### src/rtl/fun_light_output_pkg.sv
// package: register map, field layout and timing constants for fun-light and led test
package funlight_pkg;
  // ********************************
  // register offsets
  // ********************************
  localparam logic [6:0] OFS_FUN_LIGHT_CURRENT = 7'h0C;
  localparam logic [6:0] OFS_AUDIO_SYNC_CTRL   = 7'h0D;
  localparam logic [6:0] OFS_AUDIO_THRESHOLD   = 7'h0E;
  localparam logic [6:0] OFS_LED_TEST_CTRL     = 7'h12;
  localparam logic [6:0] OFS_CONVERTER_RESULT  = 7'h13;
  localparam logic [6:0] OFS_SOFT_RESET        = 7'h60;
  // ********************************
  // field positions
  // ********************************
  localparam int GAIN_MSB        = 7;
  localparam int GAIN_LSB        = 5;
  localparam int DC_CORNER_BIT   = 4;
  localparam int AGC_BIT         = 3;
  localparam int SYNC_BIT        = 2;
  localparam int SPEED_MSB       = 1;
  localparam int THRESH_MSB      = 3;
  localparam int CONVERT_ON_BIT  = 4;
  localparam int NODE_MSB        = 3;
  localparam int DUTY_MSB        = 5;
  localparam int PULSE_LVL_LSB   = 6;
  // ********************************
  // reset values
  // ********************************
  localparam logic [7:0] RST_BYTE = 8'h00;
  // ********************************
  // mux codes
  // ********************************
  localparam logic [3:0] NODE_LAST_RGB  = 4'hB;
  localparam logic [3:0] NODE_FUN_LIGHT = 4'hC;
  localparam logic [3:0] NODE_BOOST     = 4'hF;
  // ********************************
  // timing
  // ********************************
  localparam int CLK_HZ         = 20_000_000;
  localparam int CONV_PERIOD_NS = 128_000;
  localparam int CONV_CYCLES    = CONV_PERIOD_NS / (1_000_000_000 / CLK_HZ);
  typedef enum logic [2:0] {
    ST_IDLE = 3'b001,
    ST_WAIT = 3'b010,
    ST_DONE = 3'b100
  } conv_state_t;
endpackage
### src/rtl/fun_light_output_conv_if.sv
// interface: conversion request and result between control and sequencer
`timescale 1ns/1ps
interface funlight_conv_if;
  logic       convert_on;
  logic [3:0] node;
  logic       sample;
  logic       result_valid;
  modport ctrl (output convert_on, output node, input sample, input result_valid);
  modport seq  (input convert_on, input node, output sample, output result_valid);
endinterface

### src/rtl/fun_light_output_conv_seq.sv
// module: 128 us conversion sequencer for the led test converter
`timescale 1ns/1ps
module funlight_conv_seq
  import funlight_pkg::*;
#(
  parameter int PERIOD = CONV_CYCLES
) (
  // clock and reset
  input  wire logic ref_clk,
  input  wire logic rst,
  // control side
  funlight_conv_if.seq cif
);
  // ********************************
  // sequencer
  // ********************************
  conv_state_t      state_q;
  logic [15:0]      cnt_q;
  logic             last;
  assign last = (cnt_q == 16'(PERIOD - 1));

  // counter restarts on every enable so the first result lands one full period later
  always_ff @(posedge ref_clk) begin
    if (rst || !cif.convert_on) begin
      state_q <= ST_IDLE;
      cnt_q   <= '0;
    end else begin
      case (state_q)
        ST_IDLE: begin
          state_q <= ST_WAIT;
          cnt_q   <= '0;
        end
        ST_WAIT: begin
          cnt_q <= last ? '0 : cnt_q + 16'd1;
          if (last) begin
            state_q <= ST_DONE;
          end
        end
        ST_DONE: begin
          cnt_q <= last ? '0 : cnt_q + 16'd1;
        end
        default: state_q <= ST_IDLE;
      endcase
    end
  end

  // sample pulse once per period while enabled
  assign cif.sample       = (state_q != ST_IDLE) && (state_q != 3'b000) && last;
  assign cif.result_valid = (state_q == ST_DONE);

  // no sample may follow an enable within the first stretch of the period
  property p_first_at_period;
    @(posedge ref_clk) disable iff (rst)
    $rose(cif.convert_on) |-> !cif.sample [*8];
  endproperty
  a_first_at_period: assert property (p_first_at_period)
    else $error("sample came too early after enable");
  c_sample: cover property (@(posedge ref_clk) disable iff (rst) cif.sample);
endmodule

### src/rtl/fun_light_output_ctrl.sv
// module: register file for audio sync, fun-light current and led test
`timescale 1ns/1ps
//
// Summary of operation
// - manual fun-light brightness writes have no effect while audio sync is on
// - audio control bits 7..5 hold gain code, 0 to -46 dB
// - audio control bit 4 selects dc removal corner 80 or 510 Hz
// - audio control bit 3 enables agc, otherwise gain code applies
// - audio control bit 2 enables audio synchronisation
// - audio control bits 1..0 select refresh rate, fastest to 3.8 Hz
// - threshold register bits 3..0, zero disables threshold
// - 8-bit fun-light current register, ignored while audio sync is on
// - driver active when sync on or current code nonzero
// - manual current scales linearly, 15 mA over 255 steps
// - test register node select picks rgb pin, fun-light or boost
// - setting test enable starts conversions, first result after 128 us
// - conversions repeat every 128 us while enable stays set
// - latest result readable from converter result register
// - one result step equals 27.345 mV at the pin
// - rgb channel byte holds 6-bit duty and 2-bit pulse level
module funlight_ctrl
  import funlight_pkg::*;
#(
  parameter int PERIOD = CONV_CYCLES
) (
  // clock and reset
  input  wire logic       ref_clk,
  input  wire logic       rst,
  // register port from serial interface decoder
  input  wire logic       reg_wr,
  input  wire logic       reg_rd,
  input  wire logic [6:0] reg_addr,
  input  wire logic [7:0] reg_wdata,
  output logic [7:0]      reg_rdata,
  // converter sample in
  input  wire logic [7:0] adc_code,
  // rgb channel byte to split
  input  wire logic [7:0] channel_byte,
  output logic [5:0]      channel_duty,
  output logic [1:0]      channel_pulse_level,
  // audio path controls
  output logic [2:0]      gain_code,
  output logic            dc_removal_corner,
  output logic            auto_gain_on,
  output logic            sync_on,
  output logic [1:0]      refresh_code,
  output logic [3:0]      threshold_code,
  output logic            threshold_on,
  // fun-light driver
  output logic            fun_light_output,
  output logic [7:0]      fun_light_code,
  output logic            fun_light_manual,
  // led test mux
  output logic [3:0]      probe_node_select,
  output logic            probe_convert_on,
  output logic            probe_node_valid,
  output logic            result_valid,
  // device reset request from soft reset register
  output logic            soft_reset_pulse
);
  // ********************************
  // decode helpers
  // ********************************
  function automatic logic hit(input logic [6:0] a, input logic [6:0] ofs);
    return reg_wr && (a == ofs);
  endfunction

  // ********************************
  // registers
  // ********************************
  logic [7:0] current_q;
  logic [7:0] audio_q;
  logic [7:0] thresh_q;
  logic [4:0] test_q;
  logic [7:0] result_q;
  logic       soft_rst_q;
  logic       clr;
  assign clr = rst || soft_rst_q;

  funlight_conv_if cif ();
  assign cif.convert_on = test_q[CONVERT_ON_BIT];
  assign cif.node = test_q[NODE_MSB:0];

  // soft reset: any write to the trigger register clears the whole block next cycle
  always_ff @(posedge ref_clk) begin
    if (rst) begin
      soft_rst_q <= 1'b0;
    end else begin
      soft_rst_q <= hit(reg_addr, OFS_SOFT_RESET);
    end
  end

  // manual current code; writes dropped while sync is on
  always_ff @(posedge ref_clk) begin
    if (clr) begin
      current_q <= RST_BYTE;
    end else if (hit(reg_addr, OFS_FUN_LIGHT_CURRENT) && !audio_q[SYNC_BIT]) begin
      current_q <= reg_wdata;
    end
  end

  // audio control register
  always_ff @(posedge ref_clk) begin
    if (clr) begin
      audio_q <= RST_BYTE;
    end else if (hit(reg_addr, OFS_AUDIO_SYNC_CTRL)) begin
      audio_q <= reg_wdata;
    end
  end

  // threshold register, upper nibble reserved
  always_ff @(posedge ref_clk) begin
    if (clr) begin
      thresh_q <= RST_BYTE;
    end else if (hit(reg_addr, OFS_AUDIO_THRESHOLD)) begin
      thresh_q <= {4'h0, reg_wdata[THRESH_MSB:0]};
    end
  end

  // led test control, write of zero stops conversions
  always_ff @(posedge ref_clk) begin
    if (clr) begin
      test_q <= '0;
    end else if (hit(reg_addr, OFS_LED_TEST_CTRL)) begin
      test_q <= reg_wdata[CONVERT_ON_BIT:0];
    end
  end

  // result captured on each sequencer sample pulse
  always_ff @(posedge ref_clk) begin
    if (clr) begin
      result_q <= RST_BYTE;
    end else if (cif.sample) begin
      result_q <= adc_code;
    end
  end

  // ********************************
  // sequencer
  // ********************************
  funlight_conv_seq #(
    .PERIOD (PERIOD)
  ) u_seq (
    .ref_clk (ref_clk),
    .rst     (clr),
    .cif     (cif)
  );

  // ********************************
  // read mux
  // ********************************
  // unmapped and write-only offsets read zero
  always_comb begin
    reg_rdata = 8'h00;
    if (reg_rd) begin
      case (reg_addr)
        OFS_FUN_LIGHT_CURRENT: reg_rdata = current_q;
        OFS_AUDIO_SYNC_CTRL:   reg_rdata = audio_q;
        OFS_AUDIO_THRESHOLD:   reg_rdata = thresh_q;
        OFS_LED_TEST_CTRL:     reg_rdata = {3'b000, test_q};
        OFS_CONVERTER_RESULT:  reg_rdata = result_q;
        default:               reg_rdata = 8'h00;
      endcase
    end
  end

  // ********************************
  // outputs
  // ********************************
  assign gain_code         = audio_q[GAIN_MSB:GAIN_LSB];
  assign dc_removal_corner = audio_q[DC_CORNER_BIT];
  assign auto_gain_on      = audio_q[AGC_BIT];
  assign sync_on           = audio_q[SYNC_BIT];
  assign refresh_code      = audio_q[SPEED_MSB:0];
  assign threshold_code    = thresh_q[THRESH_MSB:0];
  assign threshold_on      = (thresh_q[THRESH_MSB:0] != 4'h0);
  // code passes to the linear current dac, forced to zero while sync is on, 15 mA / 255 per step
  assign fun_light_manual  = !sync_on && (current_q != RST_BYTE);
  assign fun_light_code    = sync_on ? RST_BYTE : current_q;
  assign fun_light_output  = sync_on || (current_q != RST_BYTE);
  assign probe_node_select = test_q[NODE_MSB:0];
  assign probe_convert_on  = test_q[CONVERT_ON_BIT];
  // codes 1101 and 1110 float the adc input
  assign probe_node_valid  = (probe_node_select <= NODE_FUN_LIGHT) ||
                             (probe_node_select == NODE_BOOST);
  // result lsb is 27.345 mV, scaling left to software
  assign result_valid      = cif.result_valid && probe_node_valid;
  assign soft_reset_pulse  = soft_rst_q;
  assign channel_duty        = channel_byte[DUTY_MSB:0];
  assign channel_pulse_level = channel_byte[7:PULSE_LVL_LSB];

  // ********************************
  // assertions
  // ********************************
  // write decode spelled out: a function body would read the strobe unsampled
  property p_sync_blocks_write;
    @(posedge ref_clk) disable iff (clr)
    (reg_wr && reg_addr == OFS_FUN_LIGHT_CURRENT && sync_on) |=> $stable(current_q);
  endproperty
  a_sync_blocks_write: assert property (p_sync_blocks_write)
    else $error("current changed during sync");
  property p_driver_on;
    @(posedge ref_clk) disable iff (clr)
    fun_light_output == (sync_on || (current_q != 8'h00));
  endproperty
  a_driver_on: assert property (p_driver_on)
    else $error("driver enable wrong");
  property p_zero_stops;
    @(posedge ref_clk) disable iff (clr)
    (reg_wr && reg_addr == OFS_LED_TEST_CTRL && reg_wdata == 8'h00) |=>
      !probe_convert_on ##1 !cif.sample;
  endproperty
  a_zero_stops: assert property (p_zero_stops)
    else $error("conversions kept running");
  property p_result_update;
    @(posedge ref_clk) disable iff (clr)
    cif.sample |=> (result_q == $past(adc_code));
  endproperty
  a_result_update: assert property (p_result_update)
    else $error("result not captured");
  property p_soft_reset;
    @(posedge ref_clk) disable iff (rst)
    (reg_wr && reg_addr == OFS_SOFT_RESET) |-> ##2 (test_q == 5'd0 && audio_q == 8'h00);
  endproperty
  a_soft_reset: assert property (p_soft_reset)
    else $error("soft reset missed");
  property p_unused_node;
    @(posedge ref_clk) disable iff (clr)
    (probe_node_select == 4'hD || probe_node_select == 4'hE) |-> !result_valid;
  endproperty
  a_unused_node: assert property (p_unused_node)
    else $error("valid on unused node");
  property p_code_zero_sync;
    @(posedge ref_clk) disable iff (clr) sync_on |-> fun_light_code == 8'h00;
  endproperty
  a_code_zero_sync: assert property (p_code_zero_sync)
    else $error("manual code leaked during sync");
  property p_thresh;
    @(posedge ref_clk) disable iff (clr) threshold_on |-> thresh_q[3:0] != 4'h0;
  endproperty
  a_thresh: assert property (p_thresh)
    else $error("threshold flag wrong");
  c_sync: cover property (@(posedge ref_clk) disable iff (clr) $rose(sync_on));
  c_conv: cover property (@(posedge ref_clk) disable iff (clr) $rose(result_valid));
  c_boost: cover property (@(posedge ref_clk) disable iff (clr)
    probe_node_select == NODE_BOOST && cif.sample);
endmodule

### config.mk
export PLATFORM = sky130hd
export DESIGN_NAME = funlight_ctrl
export DESIGN_NICKNAME = d
export VERILOG_FILES = /design/src/rtl/fun_light_output_pkg.sv /design/src/rtl/fun_light_output_conv_if.sv /design/src/rtl/fun_light_output_conv_seq.sv /design/src/rtl/fun_light_output_ctrl.sv
export SDC_FILE = /design/constraint.sdc
export NUM_CORES = 1
export LEC_CHECK = 0
export BUFFER_PORTS_ARGS = -buffer_cell sky130_fd_sc_hd__buf_2
export CORE_ASPECT_RATIO = 0.5
export CORE_MARGIN = 2
export CORE_UTILIZATION = 40
export DETAILED_ROUTE_END_ITERATION = 8
export SETUP_SLACK_MARGIN = 0.4
export SYNTH_ARGS = -nofsm -noshare
export SYNTH_HDL_FRONTEND = slang
export SYNTH_SLANG_ARGS = --single-unit
### constraint.sdc
create_clock -name ref_clk -period 4.5 [get_ports ref_clk]
set_input_delay 0 -clock ref_clk [delete_from_list [all_inputs] [get_ports ref_clk]]
set_output_delay 0 -clock ref_clk [all_outputs]
set_load 0.01 [all_outputs]
==> flow_summary.ini <==
[run_status]
status = finished, final reports clean

[detailed_routing]
drtIter0Drc = 201
postRouteAntennaNets = 0
drcViolationCount = 0
vias = 2502
routed_wl_um = 7033
wl_per_cell_um = 14.68
dr.pass1.iters = 4
avgViaCountPerCell = 5.223

[power_and_ir_drop]
peakVddDrop_mv = 0.1418
p_per_area_mw_per_mm2 = 269.7
p_leak_uw = 0.001308

[placed_design]
port_buffers = 65
placed_cells = 456
place_congestion = 0.8586
dp_hpwl_um = 4845
dpl-instance-area_mm2 = 0.003012

[clock_tree]
cts_root_buf = clkbuf_16
htree_num_levels = 2
cts_made_buffers = 5
cts_setup_buffers = 0
cts_tree = done
insertion_delay_ns = 0.29
clkSlewWorstSetupHoldPaths_ns = 0.07
cts_resized = 0
cts_buffer_depth = 2
clock-sinks = 53

[sta]
finalSetupTns_ns = 0
fin_crit_sh_pct = 49.55
slew_headroom_pct = 29.63
finClkSkew_ns = 0.005968
hold_viol = 0
setup_viol = 0
grt_setup_unrepaired = false
finalCriticalPeriod_ns = 2.230
slew_viol_final = 0
max_freq_mhz = 448.5
worst_pin_slew_ns = 1.053
holdWs_ns = 0.000003893

[floorplan]
core_area_mm2 = 0.006621
rows = 21
dieHeight_um = 62.34
die_area_mm2 = 0.007523
design.portCount = 82
initial_utilization_pct = 41.12
die_w_um = 120.7

[global_route]
antenna_found_initial = 0
track_usage_pct = 18.30
grt_pass1_wl_um = 11080
grt_overflow = 0
grt_pass1_vias = 2349
grt_max_degree = 34

[cells_and_area]
instances_no_fill = 479
final_util_pct = 49.85
synthToLayoutAreaGrowth_pct = 21.23
finalNetCount = 422
diodes = 0
drive_gt1_share_pct = 19.90
final_area_mm2 = 0.003301

[synthesis]
netlist_instances = 328
synth.cell_area_mm2 = 0.002723
synth_nets = 364
synth_top_area_cell = dfxtp_1
synth_flop_cell = dfxtp_1
ys_warn_count = 0
synth_edf_count = 0
synth_area_leaders = dfxtp_1 (39%), mux2i_1 (11%), nor2_1 (5.4%)
async_reset_ff_share_pct = 0
post-synth-top-area-fraction_pct = 38.97
ys_types = 48
ys_seq_elements = 53
postSynthAreaPerCell_um2 = 8.301
synth.most_common_cell = dfxtp_1
synth_common_cells = dfxtp_1 (53), nor2_1 (39), nand2_1 (37)
yosysSeqAreaShare_pct = 38.97

[worst_setup_path]
required_ns = 4.66
regToRegSetupSlack_ns = 2.27
worstPathMaxFanout = 9
arrival_ns = 2.39
reg2reg_depth = 6
end_kind = flop
worstSetupPathType = reg2reg
startpoint_type = flop

[min_path]
hold_depth = 0
hp-class = in2out

[run]
cap_violations = 0
==> cells in the final DEF (no fill, tap or decap), types with 10 or more instances in the layout <==
master,netlist,final
mux2i_1,30,30
nor2_1,39,39
nand3_1,17,17
a21oi_1,21,21
dlygate4sd3_1,0,15
nor2b_1,10,10
dfxtp_1,53,53
o21ai_0,10,10
nand2_1,37,37
buf_2,3,65
==> sequential cells by signal (all words and copies together) (netlist names) <==
register	flops
test_q	5
current_q	8
u_seq.cnt_q	16
thresh_q	4
audio_q	8
result_q	8
u_seq.state_q	3
soft_reset_pulse	1
==> worst max-delay path, cell delays in order (launching register included) <==
cell,delay [ns]
dfxtp_1,0.39
ha_1,0.21
and3_1,0.24
and3_1,0.43
o211a_1,0.48
mux2i_1,0.27
nor2_1,0.06
==> metal layers <==
metal	wire length, um	up-vias	GRT usage [%]
met5	0	-	0
met4	93	0	5.669
met3	185	15	3.309
met2	3361	37	31.43
met1	3393	1169	23.41
li1	-	1281	-
==> final timing paths <==
path                   startpoint                      to
setup / recovery   u_seq.cnt_q[0]             result_q[4]
setup reg to reg   u_seq.cnt_q[0]             result_q[4]
hold / removal    channel_byte[6]  channel_pulse_level[0]
hold reg to reg   u_seq.cnt_q[14]         u_seq.cnt_q[14]
==> cells by family (layout without fill, tap and decap cells) <==
family          after synthesis  count (layout)  synth area share, %
compound gates               63              63                15.53
xor+xnor                      5               5                1.608
fa+ha+maj                     1               1               0.4595
buf+inv                      34              93                6.479
flops                        53              53                38.97
mux                          30              30                11.03
simple gates                142             142                25.92
==> final cells by class <==
cell class / count / area (um2)
flip-flops and latches: 53 / 1061
inverters: 5 / 18.77
well taps: 92 / 115.1
repair buffers: 80 / 475.5
clock inverters: 2 / 10.01
fillers: 651 / 3321
clock buffers: 6 / 128.9
multi-input cells: 241 / 1491
==> what timing repair did <==
action                                  in CTS  in global routing
hold buffers                                15                  0
endpoints found under the setup margin       0                  0
endpoints found under the hold margin       17                  0
==> where the power goes <==
group          leakage (uW)  internal, uW  total (uW)  switching (uW)
Clock             0.0000706           205         373             168
Sequential         0.000427           469         470           0.674
Combinational      0.000811          22.1        47.1            24.9
Total               0.00131           696         890             194
==> stage by stage <==
stage,total power (uW),worst slack (ns)
floorplan,505.7,2.519
global placement,517.1,2.304
detailed placement,517.9,2.264
CTS,899.2,2.292
global route,920.6,2.141
finish,890.2,2.270
(Power assumes the default switching activity.)
